==> src/inc/ffsup_map.svh <==
// Offsets, field positions, reset values and timing counts of the fault supervisor.
`ifndef FFSUP_MAP_SVH
`define FFSUP_MAP_SVH

`define FFSUP_ADDR_W         4
`define FFSUP_OFF_CTRL       4'h0
`define FFSUP_OFF_CUR        4'h1
`define FFSUP_OFF_HIST       4'h2
`define FFSUP_OFF_MASK       4'h3
`define FFSUP_OFF_STAT       4'h4
`define FFSUP_OFF_MODE       4'h5

`define FFSUP_NFAULT         8
`define FFSUP_F_POS          0
`define FFSUP_F_TEMP         1
`define FFSUP_F_BUS          2
`define FFSUP_F_NVM          3
`define FFSUP_F_REF          4
`define FFSUP_F_PILOT        5
`define FFSUP_F_FATAL        6
`define FFSUP_F_NET          7

`define FFSUP_CTRL_SPREAD    0
`define FFSUP_CTRL_CLEAR     1
`define FFSUP_CTRL_RST       8'h01

`define FFSUP_CONSEC_READS   3'h5

`define FFSUP_PERSIST_US     100
`define FFSUP_CLK_MHZ        10
`define FFSUP_PERSIST_CYC    (`FFSUP_PERSIST_US * `FFSUP_CLK_MHZ)

`endif

==> src/inc/ffsup_pkg.sv <==
// Types of the fault supervisor.
`default_nettype none
package ffsup_pkg;
	typedef enum logic [1:0] {
		FFSUP_MODE_OUT  = 2'h0,
		FFSUP_MODE_MAN  = 2'h1,
		FFSUP_MODE_AUTO = 2'h2
	} ffsup_mode_t;

	typedef enum logic [1:0] {
		FFSUP_ST_RUN     = 2'b00,
		FFSUP_ST_PEND    = 2'b01,
		FFSUP_ST_FAILSAF = 2'b11
	} ffsup_state_t;
endpackage
`default_nettype wire

==> src/hw/ffsup_top.sv <==
// Failsafe fault supervisor for a fieldbus valve positioner.
`timescale 1ns/10ps
`default_nettype none
`include "ffsup_map.svh"

module ffsup_top
	import ffsup_pkg::*;
#(
	parameter int PERSIST_CYC = `FFSUP_PERSIST_CYC
) (
	// Clock and reset
	input  wire logic                     core_clk,
	input  wire logic                     rst,
	// Register port
	input  wire logic [`FFSUP_ADDR_W-1:0] reg_addr,
	input  wire logic [7:0]               reg_wdata,
	input  wire logic                     reg_wr,
	input  wire logic                     reg_rd,
	output logic      [7:0]               reg_rdata,
	// Sensor read results
	input  wire logic                     pos_read,
	input  wire logic                     pos_out_of_range,
	input  wire logic                     temp_read,
	input  wire logic                     temp_out_of_range,
	input  wire logic                     ref_read,
	input  wire logic                     ref_out_of_range,
	input  wire logic                     ref_raw_deviation,
	input  wire logic                     pilot_out_of_range,
	// Bus, initialization and network events
	input  wire logic                     bus_txn_fail,
	input  wire logic                     init_check,
	input  wire logic                     record_crc_fail,
	input  wire logic                     backup_crc_fail,
	input  wire logic                     table_crc_fail,
	input  wire logic                     signature_bad,
	input  wire logic                     preserved_valid,
	input  wire logic                     fatal_twice,
	input  wire logic                     network_fail_request,
	// Mode, failsafe and interrupt outputs
	output logic      [1:0]               transducer_mode,
	output logic                          transducer_out_of_service_mode,
	output logic                          resource_out_of_service_mode,
	output logic                          downstream_out_of_service_mode,
	output logic                          failsafe_indicate,
	output logic                          valve_failsafe_drive,
	output logic                          irq
);

	////////////////////////////////////////////////////////////////////////
	// Consecutive-read counters and fault evaluation.

	localparam int NF = `FFSUP_NFAULT;

	logic [2:0]    pos_cnt_q;
	logic [2:0]    temp_cnt_q;
	logic [2:0]    ref_cnt_q;
	logic          nvm_q;
	logic          fatal_q;
	logic          clear_pulse;
	logic [NF-1:0] cur_d;
	logic [NF-1:0] cur_q;
	logic [NF-1:0] hist_q;
	logic [NF-1:0] mask_q;
	logic [NF-1:0] stat_q;
	logic [7:0]    ctrl_q;
	logic [31:0]   persist_q;
	ffsup_state_t  state_q;
	ffsup_mode_t   mode_q;
	logic          res_halt_q;
	logic          down_halt_q;

	always_ff @(posedge core_clk or posedge rst) begin
		if (rst) begin
			pos_cnt_q <= 3'h0;
		end else if (pos_read) begin
			if (!pos_out_of_range) begin
				pos_cnt_q <= 3'h0;
			end else if (pos_cnt_q != `FFSUP_CONSEC_READS) begin
				pos_cnt_q <= pos_cnt_q + 3'h1;
			end
		end
	end

	always_ff @(posedge core_clk or posedge rst) begin
		if (rst) begin
			temp_cnt_q <= 3'h0;
		end else if (temp_read) begin
			if (!temp_out_of_range) begin
				temp_cnt_q <= 3'h0;
			end else if (temp_cnt_q != `FFSUP_CONSEC_READS) begin
				temp_cnt_q <= temp_cnt_q + 3'h1;
			end
		end
	end

	always_ff @(posedge core_clk or posedge rst) begin
		if (rst) begin
			ref_cnt_q <= 3'h0;
		end else if (ref_read) begin
			if (!ref_out_of_range) begin
				ref_cnt_q <= 3'h0;
			end else if (ref_cnt_q != `FFSUP_CONSEC_READS) begin
				ref_cnt_q <= ref_cnt_q + 3'h1;
			end
		end
	end

	// Initialization results stay until the next reset or an explicit clear.
	always_ff @(posedge core_clk or posedge rst) begin
		if (rst) begin
			nvm_q   <= 1'b0;
			fatal_q <= 1'b0;
		end else begin
			if (init_check && ((record_crc_fail && backup_crc_fail)
			    || table_crc_fail || signature_bad)) begin
				nvm_q <= 1'b1;
			end else if (clear_pulse) begin
				nvm_q <= 1'b0;
			end
			if (init_check && preserved_valid && fatal_twice) begin
				fatal_q <= 1'b1;
			end else if (clear_pulse) begin
				fatal_q <= 1'b0;
			end
		end
	end

	always_comb begin
		cur_d = '0;
		cur_d[`FFSUP_F_POS]   = (pos_cnt_q == `FFSUP_CONSEC_READS);
		cur_d[`FFSUP_F_TEMP]  = (temp_cnt_q == `FFSUP_CONSEC_READS);
		cur_d[`FFSUP_F_BUS]   = bus_txn_fail;
		cur_d[`FFSUP_F_NVM]   = nvm_q;
		cur_d[`FFSUP_F_REF]   = (ref_cnt_q == `FFSUP_CONSEC_READS)
		                        || ref_raw_deviation;
		cur_d[`FFSUP_F_PILOT] = pilot_out_of_range;
		cur_d[`FFSUP_F_FATAL] = fatal_q;
		cur_d[`FFSUP_F_NET]   = network_fail_request;
	end

	// Current flags follow the live condition; history and status latch.
	genvar gi;
	generate
		for (gi = 0; gi < NF; gi++) begin : g_flag
			always_ff @(posedge core_clk or posedge rst) begin
				if (rst) begin
					cur_q[gi]  <= 1'b0;
					hist_q[gi] <= 1'b0;
					stat_q[gi] <= 1'b0;
				end else begin
					cur_q[gi] <= cur_d[gi];
					if (cur_d[gi]) begin
						hist_q[gi] <= 1'b1;
					end else if (clear_pulse) begin
						hist_q[gi] <= 1'b0;
					end
					if (cur_d[gi] && !cur_q[gi]) begin
						stat_q[gi] <= 1'b1;
					end else if (reg_wr && reg_addr == `FFSUP_OFF_STAT
					             && reg_wdata[gi]) begin
						stat_q[gi] <= 1'b0;
					end
				end
			end
		end
	endgenerate

	////////////////////////////////////////////////////////////////////////
	// Control, mask and the failsafe state machine.

	logic any_fault;
	logic mode_wr;
	logic mode_exit;
	assign any_fault   = |cur_q;
	assign clear_pulse = reg_wr && reg_addr == `FFSUP_OFF_CTRL
	                     && reg_wdata[`FFSUP_CTRL_CLEAR];
	assign mode_wr     = reg_wr && reg_addr == `FFSUP_OFF_MODE;
	// Only manual or automatic with no live fault ends failsafe.
	assign mode_exit   = mode_wr && !any_fault
	                     && (reg_wdata[1:0] == FFSUP_MODE_MAN
	                     || reg_wdata[1:0] == FFSUP_MODE_AUTO);

	always_ff @(posedge core_clk or posedge rst) begin
		if (rst) begin
			ctrl_q <= `FFSUP_CTRL_RST;
			mask_q <= '0;
		end else begin
			if (reg_wr && reg_addr == `FFSUP_OFF_CTRL) begin
				ctrl_q <= {7'h00, reg_wdata[`FFSUP_CTRL_SPREAD]};
			end
			if (reg_wr && reg_addr == `FFSUP_OFF_MASK) begin
				mask_q <= reg_wdata;
			end
		end
	end

	always_ff @(posedge core_clk or posedge rst) begin
		if (rst) begin
			state_q   <= FFSUP_ST_RUN;
			persist_q <= 32'h0000_0000;
		end else begin
			unique case (state_q)
				FFSUP_ST_RUN: begin
					persist_q <= 32'h0000_0000;
					if (any_fault) begin
						state_q <= FFSUP_ST_PEND;
					end
				end
				FFSUP_ST_PEND: begin
					if (!any_fault) begin
						state_q <= FFSUP_ST_RUN;
					end else if (persist_q >= 32'(PERSIST_CYC - 1)) begin
						state_q <= FFSUP_ST_FAILSAF;
					end else begin
						persist_q <= persist_q + 32'h0000_0001;
					end
				end
				FFSUP_ST_FAILSAF: begin
					persist_q <= 32'h0000_0000;
					if (mode_exit) begin
						state_q <= FFSUP_ST_RUN;
					end
				end
				default: begin
					state_q <= FFSUP_ST_RUN;
				end
			endcase
		end
	end

	always_ff @(posedge core_clk or posedge rst) begin
		if (rst) begin
			mode_q <= FFSUP_MODE_OUT;
		end else if (state_q == FFSUP_ST_FAILSAF) begin
			if (mode_exit) begin
				mode_q <= ffsup_mode_t'(reg_wdata[1:0]);
			end else begin
				mode_q <= FFSUP_MODE_OUT;
			end
		end else if (mode_wr && reg_wdata[1:0] != 2'h3) begin
			mode_q <= ffsup_mode_t'(reg_wdata[1:0]);
		end
	end

	// Resource then downstream, one step each.
	always_ff @(posedge core_clk or posedge rst) begin
		if (rst) begin
			res_halt_q  <= 1'b0;
			down_halt_q <= 1'b0;
		end else begin
			res_halt_q  <= ctrl_q[`FFSUP_CTRL_SPREAD]
			               && state_q == FFSUP_ST_FAILSAF;
			down_halt_q <= res_halt_q;
		end
	end

	////////////////////////////////////////////////////////////////////////
	// Outputs and read data.

	always_ff @(posedge core_clk or posedge rst) begin
		if (rst) begin
			transducer_mode                <= 2'h0;
			transducer_out_of_service_mode <= 1'b1;
			resource_out_of_service_mode   <= 1'b0;
			downstream_out_of_service_mode <= 1'b0;
			failsafe_indicate              <= 1'b0;
			valve_failsafe_drive           <= 1'b0;
			irq                            <= 1'b0;
		end else begin
			transducer_mode                <= mode_q;
			transducer_out_of_service_mode <= (mode_q == FFSUP_MODE_OUT);
			resource_out_of_service_mode   <= res_halt_q;
			downstream_out_of_service_mode <= down_halt_q;
			failsafe_indicate              <= (state_q == FFSUP_ST_FAILSAF);
			valve_failsafe_drive           <= (state_q == FFSUP_ST_FAILSAF);
			irq                            <= |(stat_q & mask_q);
		end
	end

	always_ff @(posedge core_clk or posedge rst) begin
		if (rst) begin
			reg_rdata <= 8'h00;
		end else if (reg_rd) begin
			unique case (reg_addr)
				`FFSUP_OFF_CTRL: reg_rdata <= ctrl_q;
				`FFSUP_OFF_CUR:  reg_rdata <= cur_q;
				`FFSUP_OFF_HIST: reg_rdata <= hist_q;
				`FFSUP_OFF_MASK: reg_rdata <= mask_q;
				`FFSUP_OFF_STAT: reg_rdata <= stat_q;
				`FFSUP_OFF_MODE: reg_rdata <= {6'h00, mode_q};
				default:         reg_rdata <= 8'h00;
			endcase
		end else begin
			reg_rdata <= 8'h00;
		end
	end
endmodule
`default_nettype wire

==> config.mk <==
export PLATFORM = sky130hd
export DESIGN_NAME = ffsup_top
export DESIGN_NICKNAME = d
export VERILOG_FILES = /design/src/inc/ffsup_pkg.sv /design/src/hw/ffsup_top.sv
export VERILOG_INCLUDE_DIRS = /design/src /design/src/inc
export SDC_FILE = /design/constraint.sdc
export NUM_CORES = 1
export LEC_CHECK = 0
export BUFFER_PORTS_ARGS = -buffer_cell sky130_fd_sc_hd__buf_2
export CORE_MARGIN = 10
export CORE_UTILIZATION = 60
export CTS_BUF_LIST = sky130_fd_sc_hd__clkbuf_2 sky130_fd_sc_hd__clkbuf_4 sky130_fd_sc_hd__clkbuf_8
export DETAILED_ROUTE_END_ITERATION = 16
export PLACE_DENSITY_LB_ADDON = 0.08
export SLEW_MARGIN = 20
export SYNTH_ARGS = -nofsm -noshare
export SYNTH_HDL_FRONTEND = slang
export SYNTH_SLANG_ARGS = --single-unit
==> constraint.sdc <==
create_clock -name core_clk -period 7 [get_ports core_clk]
set_input_delay 0 -clock core_clk [delete_from_list [all_inputs] [get_ports core_clk]]
set_output_delay 0 -clock core_clk [all_outputs]
set_load 0.05 [all_outputs]
Word-level counts from Yosys, hierarchy flattened
Index checks and enable logic that the tools add are counted.
{"block": "op_classes", "add_sub_neg": 4, "magnitude_cmp": 1, "eq_ne": 24, "mux": 46, "bitwise_logic": 1, "reduce_logical": 73}
{"cell": "32-bit 2-to-1 mux", "n": 2}
{"cell": "32-bit one-hot mux with 2 select lines", "n": 1}
{"cell": "8-bit one-hot mux with 6 select lines", "n": 1}
{"cell": "2-bit nonzero test", "n": 20}
{"cell": "32-bit by 1-bit adder with 32-bit output, second input constant", "n": 1}
{"cell": "32-bit by 10-bit >= comparator with 1-bit output, second input constant", "n": 1}
{"cell": "1-bit logical AND", "n": 29}
{"cell": "1-bit 2-to-1 mux", "n": 27}
{"cell": "3-bit 2-to-1 mux", "n": 6}
{"cell": "8-bit OR reduction", "n": 2}
{"cell": "2-bit 2-to-1 mux", "n": 7}
{"cell": "3-bit != test, second input constant", "n": 4}
{"cell": "2-bit != test, second input constant", "n": 5}
{"cell": "3-bit by 1-bit adder with 3-bit output, second input constant", "n": 3}
{"cell": "3-bit equality test, second input constant", "n": 3}
{"cell": "1-bit logical NOT", "n": 9}
{"cell": "8-bit AND", "n": 1}
{"cell": "4-bit by 2-bit equality test with 1-bit output, second input constant", "n": 2}
{"cell": "4-bit by 3-bit equality test with 1-bit output, second input constant", "n": 2}
{"cell": "8-bit 2-to-1 mux", "n": 1}
{"cell": "2-bit by 1-bit != test with 1-bit output, second input constant", "n": 3}
{"cell": "2-bit one-hot mux with 3 select lines", "n": 1}
{"cell": "2-bit AND reduction", "n": 3}
{"cell": "3-bit AND reduction", "n": 2}
{"cell": "other kinds (7)", "n": 13}
{"block": "word_totals", "reg_bits": 96, "in_bits": 33, "out_inout_bits": 16, "wordCells": 191}

Longest topological paths before layout
Gate-level depths: netlist (run 1).
{"block": "logic_depth", "depth_word": 6, "depth_mapped": 8, "depth_no_buf": 8}

Worst setup path after synthesis (run 1)
No wires, ideal clock.
{"block": "synth_path", "path_type": "register to register", "startpoint": "reg persist_q[0]", "endpoint": "reg persist_q[26]", "setup_ns": 0.095, "arrival_ns": 2.228, "t_required_ns": 6.905, "slack_ns": 4.676, "stages_incl_launch_ff": 9, "path_buffers": 1, "period_less_slack_ns": 2.324, "cell_sequence": "dfrtp_1 ha_1 nand2_1 a211oi_1 o41a_1 or2_1 buf_6 or3_4 o31ai_1"}
{"block": "synth_via", "elab_chain_len": 4, "elab_cells_between_ends": 7, "classes_between": "add/sub (1); order compare (1); eq/ne (1); mux (3); reduce/logical (1)"}
{"item": "start: declaration", "line": "ffsup_top.sv:66", "rtl": "logic [31:0] persist_q;"}
{"item": "start signal: assignment", "line": "ffsup_top.sv:215", "rtl": "persist_q <= persist_q + 32'h0000_0001;"}
{"item": "32-bit by 1-bit adder with 32-bit output", "line": "ffsup_top.sv:215"}
{"item": "32-bit 2-to-1 mux", "line": "ffsup_top.sv:212", "rtl": "end else if (persist_q >= 32'(PERSIST_CYC - 1)) begin"}
{"item": "32-bit 2-to-1 mux", "line": "ffsup_top.sv:210", "rtl": "if (!any_fault) begin"}
{"item": "32-bit one-hot mux with 2 select lines", "line": "ffsup_top.sv:202", "rtl": "unique case (state_q)"}
Parallel ways exist; a longest one is shown, timed or not. The select of a mux whose other input is x is not followed.
A chain may end at the register's enable or synchronous reset.

Final worst setup path (run 1)
{"block": "layout_path", "startpoint": "reg state_q[0]", "endpoint": "reg persist_q[26]"}
{"block": "layout_via", "elab_chain_len": 4, "elab_cells_between_ends": 9, "classes_between": "eq/ne (4); mux (1); reduce/logical (4)"}
{"item": "start: declaration", "line": "ffsup_top.sv:67", "rtl": "ffsup_state_t state_q;"}
{"item": "start signal: assignment", "line": "ffsup_top.sv:199", "rtl": "state_q <= FFSUP_ST_RUN;"}
{"item": "start signal: assignment", "line": "ffsup_top.sv:206", "rtl": "state_q <= FFSUP_ST_PEND;"}
{"item": "start signal: assignment", "line": "ffsup_top.sv:211", "rtl": "state_q <= FFSUP_ST_RUN;"}
{"item": "2-bit equality test or 2-bit logical NOT (tied branches)", "line": "ffsup_top.sv:202"}
{"item": "2-bit OR reduction (no source line)"}
{"item": "2-bit nonzero test (no source line)"}
{"item": "3-bit AND reduction (no source line)"}
Parallel ways exist; a longest one is shown, timed or not.

==> flow_summary.ini, run 1 <==
[status]
status = completed

[drt]
routed_wl_um = 11000
dr.pass1.iters = 5
vias = 3948
first_iter_violations = 376
wl_per_cell_um = 17.0
vias_per_cell = 6.11
ant_nets = 0
drc = 0

[clock_network]
cts_setup_buffers = 0
cts_root_buffer = clkbuf_8
cts_tree = done
htreeDepth = 3
clockBufferDepth = 2
clkSinkCount = 96
clk_pin_slew_ps = 100
clk_latency_ps = 380
numCtsBuffers = 9

[worst_setup_path]
cp_num_buf_inv = 2
cp_max_fo = 28
cp_cell_sequence = inv_1, ha_1, inv_1, or2_1, or3_4, o31ai_1
r2r_cells = 6
cpMaxStageDelayCell = ha_1
crit_type = register to register
cp.depth = 6
arrival_ps = 3460
endpoint_kind = register
required_ps = 7280
start_kind = register
path_delay_family = simple AND/OR/NAND/NOR gates
crit_top_cell = inv_1
max_stage_delay_ps = 710

[synth]
synth_seq_area_share_pct = 52.4
postSynthCellCount = 469
synth_top_cells_by_count = 94 x dfrtp_1, 76 x nand2_1, 39 x o21ai_0
synth-edff-count = 0
netlist_area_um2 = 4590
synth.distinct_cells = 48
syn_area_per_cell_um2 = 9.78
dominantRegCellSynth = dfrtp_1
synth_area_leader_cell = dfrtp_1
synth_area_leaders = dfrtp_1 51%, nand2_1 6.2%, o21ai_0 4.3%, ha_1 3.3%, o31ai_1 3.3%
async_flop_share_pct = 100
synth_seq_cells = 96
yosysTopAreaCellShare_pct = 51.3
synth.most_common_cell = dfrtp_1
synth_fp_nets = 514
yosys_warnings = 0

[sta]
min_period_over_period_pct = 45.5
rsz0062_at_grt = no
setup_viol = 0
skew_ps = 12.4
finalHoldViolCount = 0
worst_slew_pin_slew_ps = 1200
fmax_mhz = 314
maxSlewViolCount = 0
layout_min_cycle_time_ps = 3180
fin_tns_setup_ps = 0
slew_headroom_pct = 19.6

[floorplan]
die_area_um2 = 11500
rows = 31
ioPinCount = 49
die_h_um = 107
coreArea_um2 = 7330
die-width_um = 107
initial_utilization_pct = 62.6

[power]
pwr-share-comb_pct = 22.9
p_sw_share_pct = 32.9
leakagePower_nw = 2.51
p_seq_share_pct = 48.4
clkPwrFrac_pct = 28.7
internal_power_mw = 0.917
power.switching_mw = 0.449
power_density_nw_per_um2 = 253
vdd_drop_max_uv = 139

[global_routing]
grt_use_total_pct = 19.6
grt_overflow_total = 0
grt_pass1_vias = 3816
grt_max_degree = 68
antenna_found_initial = 0
grt_pass1_wl_um = 18400

[final_layout]
nets = 587
final.fill_count = 512
utilization_pct = 73.5
area_growth_pct = 17.5
final_layout_size_suffix_gt1_share_pct = 14.6
diodes = 0
stdcell_area_um2 = 5390

[placement]
placedInstanceArea_um2 = 4890
port_buffers = 48
globalplace.congestion = 0.909
hpwl_um = 7420

[hold_path]
whs_path_depth = 3
hp-class = primary input to register

[run]
maxCapViolCount = 0
==> tightest hold or removal path, stage by stage <==
cell and delay (ps):
buf_2 100, nand3b_1 240, a21oi_1 80
==> timing repair <==
action / 4_1_cts / 5_1_grt
hold endpoints to repair: 67 / 0
resized for setup: 0 / 0
hold buffers: 28 / 0
==> cell families (layout without fill, tap and decap cells) <==
family / after synthesis / in the layout / synth area share, %
flip-flops: 96 / 96 / 52.4
multiplexers: 12 / 12 / 2.86
adder cells (fa/ha/maj): 12 / 12 / 3.27
buffers and inverters: 35 / 113 / 3.27
AND/OR/NAND/NOR: 185 / 185 / 19.1
AO/OA/AOI/OAI: 129 / 129 / 19.0
==> path summary, 6_finish.rpt <==
kind	start	to	slack (ps)
min in group asynchronous	rst	mask_q[4]	140
worst min-delay path	reg_rd	reg_rdata[0]	80
worst min register to register	res_halt_q	resource_out_of_service_mode	360
worst max-delay path	state_q[0]	persist_q[26]	3820
max in group asynchronous	rst	persist_q[19]	5720
worst max register to register	state_q[0]	persist_q[26]	3820
==> power groups by stage <==
stage | Sequential, mW | Clock, mW | Combinational [mW]
3_5_place_dp | 0.671 | 0 | 0.294
4_1_cts | 0.660 | 0.399 | 0.310
5_1_grt | 0.669 | 0.420 | 0.350
3_3_place_gp | 0.668 | 0 | 0.287
6_report | 0.661 | 0.392 | 0.313
2_1_floorplan | 0.684 | 0 | 0.211
==> area by class of cell <==
cell class	instances	area, um^2	share of cell area (%)
clock buffers	9	124	2.30
repair buffers	78	536	9.94
flip-flops and latches	96	2400	44.6
multi-input cells	338	2030	37.7
clock inverters	7	95.1	1.76
inverters	19	73.8	1.37
well taps	99	124	2.30
==> state kept, by name, summed over array words and instances, names as in the netlist, 2 cells and up <==
signal and count:
stat_q 8, persist_q 32, state_q 2, temp_cnt_q 3, hist_q 8, transducer_mode 2, reg_rdata 8, pos_cnt_q 3
mode_q 2, ref_cnt_q 3, mask_q 8, cur_q 8
==> layer usage <==
metal | vias to the layer above | track usage, % | part of all wire (%)
met5 | - | 0 | 0
met3 | 20 | 4.55 | 7.1
met1 | 1917 | 25.9 | 44
met2 | 153 | 30.1 | 47
li1 | 1858 | - | -
met4 | 0 | 8.68 | 1.9
==> layout by cell type (no fill, tap or decap), types with 4 or more instances in the layout <==
cell type	Yosys	layout
a21o_1	13	13
a21oi_1	17	17
a222oi_1	7	7
a22o_1	10	10
a22oi_1	4	4
a31oi_1	4	4
and2_1	5	5
buf_2	0	48
clkbuf_8	0	9
dfrtp_1	94	94
dlygate4sd3_1	0	28
ha_1	12	12
inv_1	19	18
mux2_2	9	9
nand2_1	76	76
nand2b_1	5	5
nand3_1	18	18
nand3b_1	5	5
nand4_1	12	12
nor2_1	34	34
nor3_1	6	6
nor4_1	7	7
o21ai_0	39	39
o31ai_1	20	20
==> stage by stage <==
step	worst slack [ps]	power (mW)	hold slack, ps	std cells
2_1_floorplan	4500	0.895	31.4	469
3_3_place_gp	3980	0.955	6.21	602
3_5_place_dp	3890	0.965	11.3	602
4_1_cts	3860	1.37	50.7	646
5_1_grt	3600	1.44	96.1	646
6_report	3820	1.37	76.0	646
Note: power is estimated with default switching activity, not from simulation.
==> run 2, diff against run 1 <==
==> constraint.sdc (replaced) <==
create_clock -name core_clk -period 3.04 [get_ports core_clk]
set_input_delay 0 -clock core_clk [delete_from_list [all_inputs] [get_ports core_clk]]
set_output_delay 0 -clock core_clk [all_outputs]
set_load 0.05 [all_outputs]
==> run 2 against run 1 <==
Effect of this change: sequential power rose by 130%; register-to-register slack got worse by 3200 ps; flip-flop and latch count is the same; final cell count grew 1.2%; core utilization increased by 0.29 points; clock skew fell by 1.2 ps; critical endpoint is now nvm_q; largest cell class unchanged.
==> flow_summary.ini, run 2 (synthesized netlist as in run 1, its figures left out) <==
[status]
status = completed

[hold_path]
hp-class = primary input to register

[clock_network]
clk_pin_slew_ps = 100
htreeDepth = 3
cts_setup_buffers = 0
cts_root_buffer = clkbuf_8
ctsHoldBuffers = 28
clk_latency_ps = 360
numCtsBuffers = 9
clockBufferDepth = 2
cts_tree = done
cts_resized = 0
clkSinkCount = 96

[drt]
vias_per_cell = 6.07
drc = 0
wl_per_cell_um = 17.1
first_iter_violations = 322
ant_nets = 0
vias = 3971
routed_wl_um = 11200
dr.pass1.iters = 6

[worst_setup_path]
start_kind = primary input
crit_type = primary input to register
cp_num_buf_inv = 3
cpMaxStageDelayCell = dlygate4sd3_1
endpoint_kind = register
arrival_ps = 3020
path_delay_family = simple AND/OR/NAND/NOR gates
crit_top_cell = dlygate4sd3_1
reg2reg_slack_ps = 620
cp_max_fo = 10
max_stage_delay_ps = 560
required_ps = 3290
cp_cell_sequence = dlygate4sd3_1, buf_2, nor2_1, nor4bb_1, nand2_1, a22o_1, dlygate4sd3_1

[final_layout]
final_layout_size_suffix_gt1_share_pct = 15.9
final_common_cell = dfrtp_1
regMostFlops = persist_q
diodes = 0
stdcell_area_um2 = 5410
final_cell_mix = 94 x dfrtp_1, 76 x nand2_1, 48 x buf_2
nets = 595
area_growth_pct = 17.9
largest_reg_flops = 32

[floorplan]
rows = 31
ioPinCount = 49
die_area_um2 = 11500
die-width_um = 107
initial_utilization_pct = 62.6
die_h_um = 107
coreArea_um2 = 7330

[sta]
slew_headroom_pct = 39.1
worst_slew_pin_slew_ps = 906
fin_tns_setup_ps = 0
finalHoldViolCount = 0
min_period_over_period_pct = 90.9
setup_viol = 0
layout_min_cycle_time_ps = 2760
rsz0062_at_grt = no
skew_ps = 11.1
fmax_mhz = 362
maxSlewViolCount = 0

[global_routing]
grt_pass1_vias = 3845
grt_pass1_wl_um = 18800
grt_use_total_pct = 20.0
grt_overflow_total = 0
antenna_found_initial = 0
grt_max_degree = 62

[placement]
globalplace.congestion = 0.841
placedInstanceArea_um2 = 4950
port_buffers = 48
hpwl_um = 7650

[power]
vdd_drop_max_uv = 311
power_density_nw_per_um2 = 568
leakagePower_nw = 2.52

[run]
maxCapViolCount = 0
run 2: changes by cell type in the layout (fill, tap and decap cells not counted), sizes merged:
cell | previous run | this run
buf | 50 | 58
clkinv | 2 | 0
bufinv | 1 | 0
clkinvlp | 0 | 3
clkbuf | 9 | 10
inv | 23 | 22
run 2: path summary, 6_finish.rpt:
path,depth (start not counted),to,start
worst max-delay path,7,nvm_q,reg_addr[3]
worst max register to register,6,persist_q[26],state_q[0]
worst min-delay path,4,reg_rdata[0],reg_addr[0]
min in group asynchronous,3,ref_cnt_q[2],rst
max in group asynchronous,4,transducer_out_of_service_mode,rst
worst min register to register,0,resource_out_of_service_mode,res_halt_q
run 2: routing by layer:
layer	global-route usage [%]	wire [um]
met5	0	0
met1	27.4	4960
met2	30.3	5190
met4	9.16	274
met3	3.47	763
run 2: layout make-up:
| class | count | area [um^2] |
|---|---|---|
| Timing Repair Buffer | 86 | 596 |
| Clock buffer | 10 | 131 |
| Multi-Input combinational cell | 338 | 2030 |
| Sequential cell | 96 | 2400 |
| Tap cell | 99 | 124 |
| Inverter | 19 | 73.8 |
| Clock inverter | 6 | 48.8 |
| Fill cell | 515 | 1920 |
run 2: report_power, final:
part | internal (mW) | switching [mW]
Clock | 0.315 | 0.460
Sequential | 1.41 | 0.105
Combinational | 0.322 | 0.455
run 2: through the flow:
stage / std cells / setup slack (ps) / utilization [%] / total power [mW] / hold slack, ps
2_1_floorplan: 469 / 538 / - / 2.06 / 31.4
3_3_place_gp: 610 / 731 / 67.5 / 2.24 / 129
3_5_place_dp: 610 / 671 / 67.5 / 2.28 / 126
4_1_cts: 654 / 400 / 73.8 / 3.07 / 74.4
5_1_grt: 654 / 260 / 73.8 / 3.25 / 122
6_report: 654 / 277 / 73.8 / 3.07 / 98.9
run 2: tightest hold or removal path: stages:
cell	delay [ps]
buf_2	130
a31oi_1	140
or3_1	100
a21oi_1	60
==> run 3, diff against run 2 <==
--- a/config.mk
+++ b/config.mk
@@ -11,7 +11,7 @@
 export CORE_UTILIZATION = 60
 export CTS_BUF_LIST = sky130_fd_sc_hd__clkbuf_2 sky130_fd_sc_hd__clkbuf_4 sky130_fd_sc_hd__clkbuf_8
 export DETAILED_ROUTE_END_ITERATION = 16
-export PLACE_DENSITY_LB_ADDON = 0.08
+export PLACE_DENSITY = 0.81
 export SLEW_MARGIN = 20
 export SYNTH_ARGS = -nofsm -noshare
 export SYNTH_HDL_FRONTEND = slang
==> run 3 against run 2 <==
Effect of this change: non-clock buffer count grew 1; clock power grew 4.1%; critical path type unchanged; largest power group unchanged; sequential share of layout area shrank 0.092 points; die area is the same; register-to-register slack lost 160 ps.
==> flow_summary.ini, run 3 (synthesized netlist as in run 1, its figures left out) <==
[worst_setup_path]
required_ps = 3300
cp.depth = 7
path_delay_family = simple AND/OR/NAND/NOR gates
crit_top_cell = dlygate4sd3_1
start_kind = primary input
cp_cell_sequence = dlygate4sd3_1, buf_2, nor2_1, nor4bb_1, nand2_1, a22o_1, dlygate4sd3_1
cp_max_fo = 10
crit_type = primary input to register
cp_num_buf_inv = 3
arrival_ps = 2980
cpMaxStageDelayCell = dlygate4sd3_1
r2r_cells = 7
endpoint_kind = register
max_stage_delay_ps = 540

[hold_path]
hp-class = primary input to register
whs_path_depth = 3

[floorplan]
rows = 31
die-width_um = 107
ioPinCount = 49
die_h_um = 107
die_area_um2 = 11500
initial_utilization_pct = 62.6
coreArea_um2 = 7330

[sta]
maxSlewViolCount = 0
worst_slew_pin_slew_ps = 940
fin_tns_setup_ps = 0
fmax_mhz = 368
fin_hold_ws_ps = 63.4
finalHoldViolCount = 0
slew_headroom_pct = 37.3
min_period_over_period_pct = 89.4
rsz0062_at_grt = no
layout_min_cycle_time_ps = 2720
skew_ps = 16.7
setup_viol = 0

[global_routing]
antenna_found_initial = 0
grt_pass1_wl_um = 19200
grt_pass1_vias = 4013
grt_overflow_total = 0
grt_use_total_pct = 20.3
grt_max_degree = 57

[final_layout]
largest_reg_flops = 32
multi_input_area_um2 = 2030
register_area_um2 = 2400
nets = 596
final_layout_size_suffix_gt1_share_pct = 16.0
final_cell_mix = 94 x dfrtp_1, 76 x nand2_1, 48 x buf_2
final_common_cell = dfrtp_1
diodes = 0
final.fill_count = 508
area_growth_pct = 18.2
regMostFlops = persist_q

[clock_network]
cts_root_buffer = clkbuf_8
cts_setup_buffers = 0
clkSinkCount = 96
htreeDepth = 3
cts_resized = 0
cts_tree = done
clockBufferDepth = 2
clk_pin_slew_ps = 110
numCtsBuffers = 9
clk_latency_ps = 370
ctsHoldBuffers = 28

[placement]
hpwl_um = 7480
port_buffers = 48
globalplace.congestion = 0.878

[drt]
wl_per_cell_um = 17.5
drc = 0
first_iter_violations = 423
dr.pass1.iters = 7
ant_nets = 0
vias_per_cell = 6.18
routed_wl_um = 11400
vias = 4050

[status]
status = completed

[power]
leakagePower_nw = 2.53
vdd_drop_max_uv = 434
power_density_nw_per_um2 = 574

[run]
maxCapViolCount = 0
## run 3: changes by cell type in the layout (fill, tap and decap cells not counted)
cell        before  now
buf_4           10   11
clkbuf_4         1    0
clkinv_2         0    2
clkinvlp_4       3    1
inv_4            1    0
inv_8            0    2
## run 3: final timing paths
path / from / to / slack [ps]
worst max-delay path: reg_addr[3] / nvm_q / 320
worst min-delay path: reg_rd / reg_rdata[0] / 60
worst max register to register: persist_q[14] / persist_q[30] / 460
worst min register to register: res_halt_q / resource_out_of_service_mode / 360
max in group asynchronous: rst / transducer_out_of_service_mode / 1830
min in group asynchronous: rst / ref_cnt_q[1] / 350
## run 3: per-layer routing
metal | up-vias | global-route usage [%] | part of all wire (%)
li1 | 1872 | - | -
met1 | 1970 | 26.1 | 41
met2 | 182 | 32.5 | 48
met3 | 26 | 4.79 | 8.7
met4 | 0 | 8.02 | 2.2
met5 | - | 0 | 0
## run 3: metrics by stage
step           worst slack [ps]  utilization, %  std cells  power (mW)  area (um^2)
3_3_place_gp                600            67.6        611        2.24         4960
4_1_cts                     412            74.0        655        3.11         5420
6_report                    321            74.0        655        3.11         5420
3_5_place_dp                534            67.6        611        2.28         4960
5_1_grt                     286            74.0        655        3.27         5420
2_1_floorplan               538               -        469        2.06         4590
## run 3: layout make-up
type	count	area share (%)
multi-input cells	338	37.5
well taps	99	2.28
flip-flops and latches	96	44.4
clock buffers	9	2.28
inverters	19	1.34
repair buffers	87	11.1
clock inverters	7	1.13
## run 3: power by group
group	switching [mW]	internal [mW]
Combinational	0.455	0.324
Clock	0.492	0.317
Sequential	0.112	1.41
## run 3: tightest hold or removal path, cell delays in order
cell and delay [ps]:
buf_2 100, nand3b_1 220, a21oi_1 70
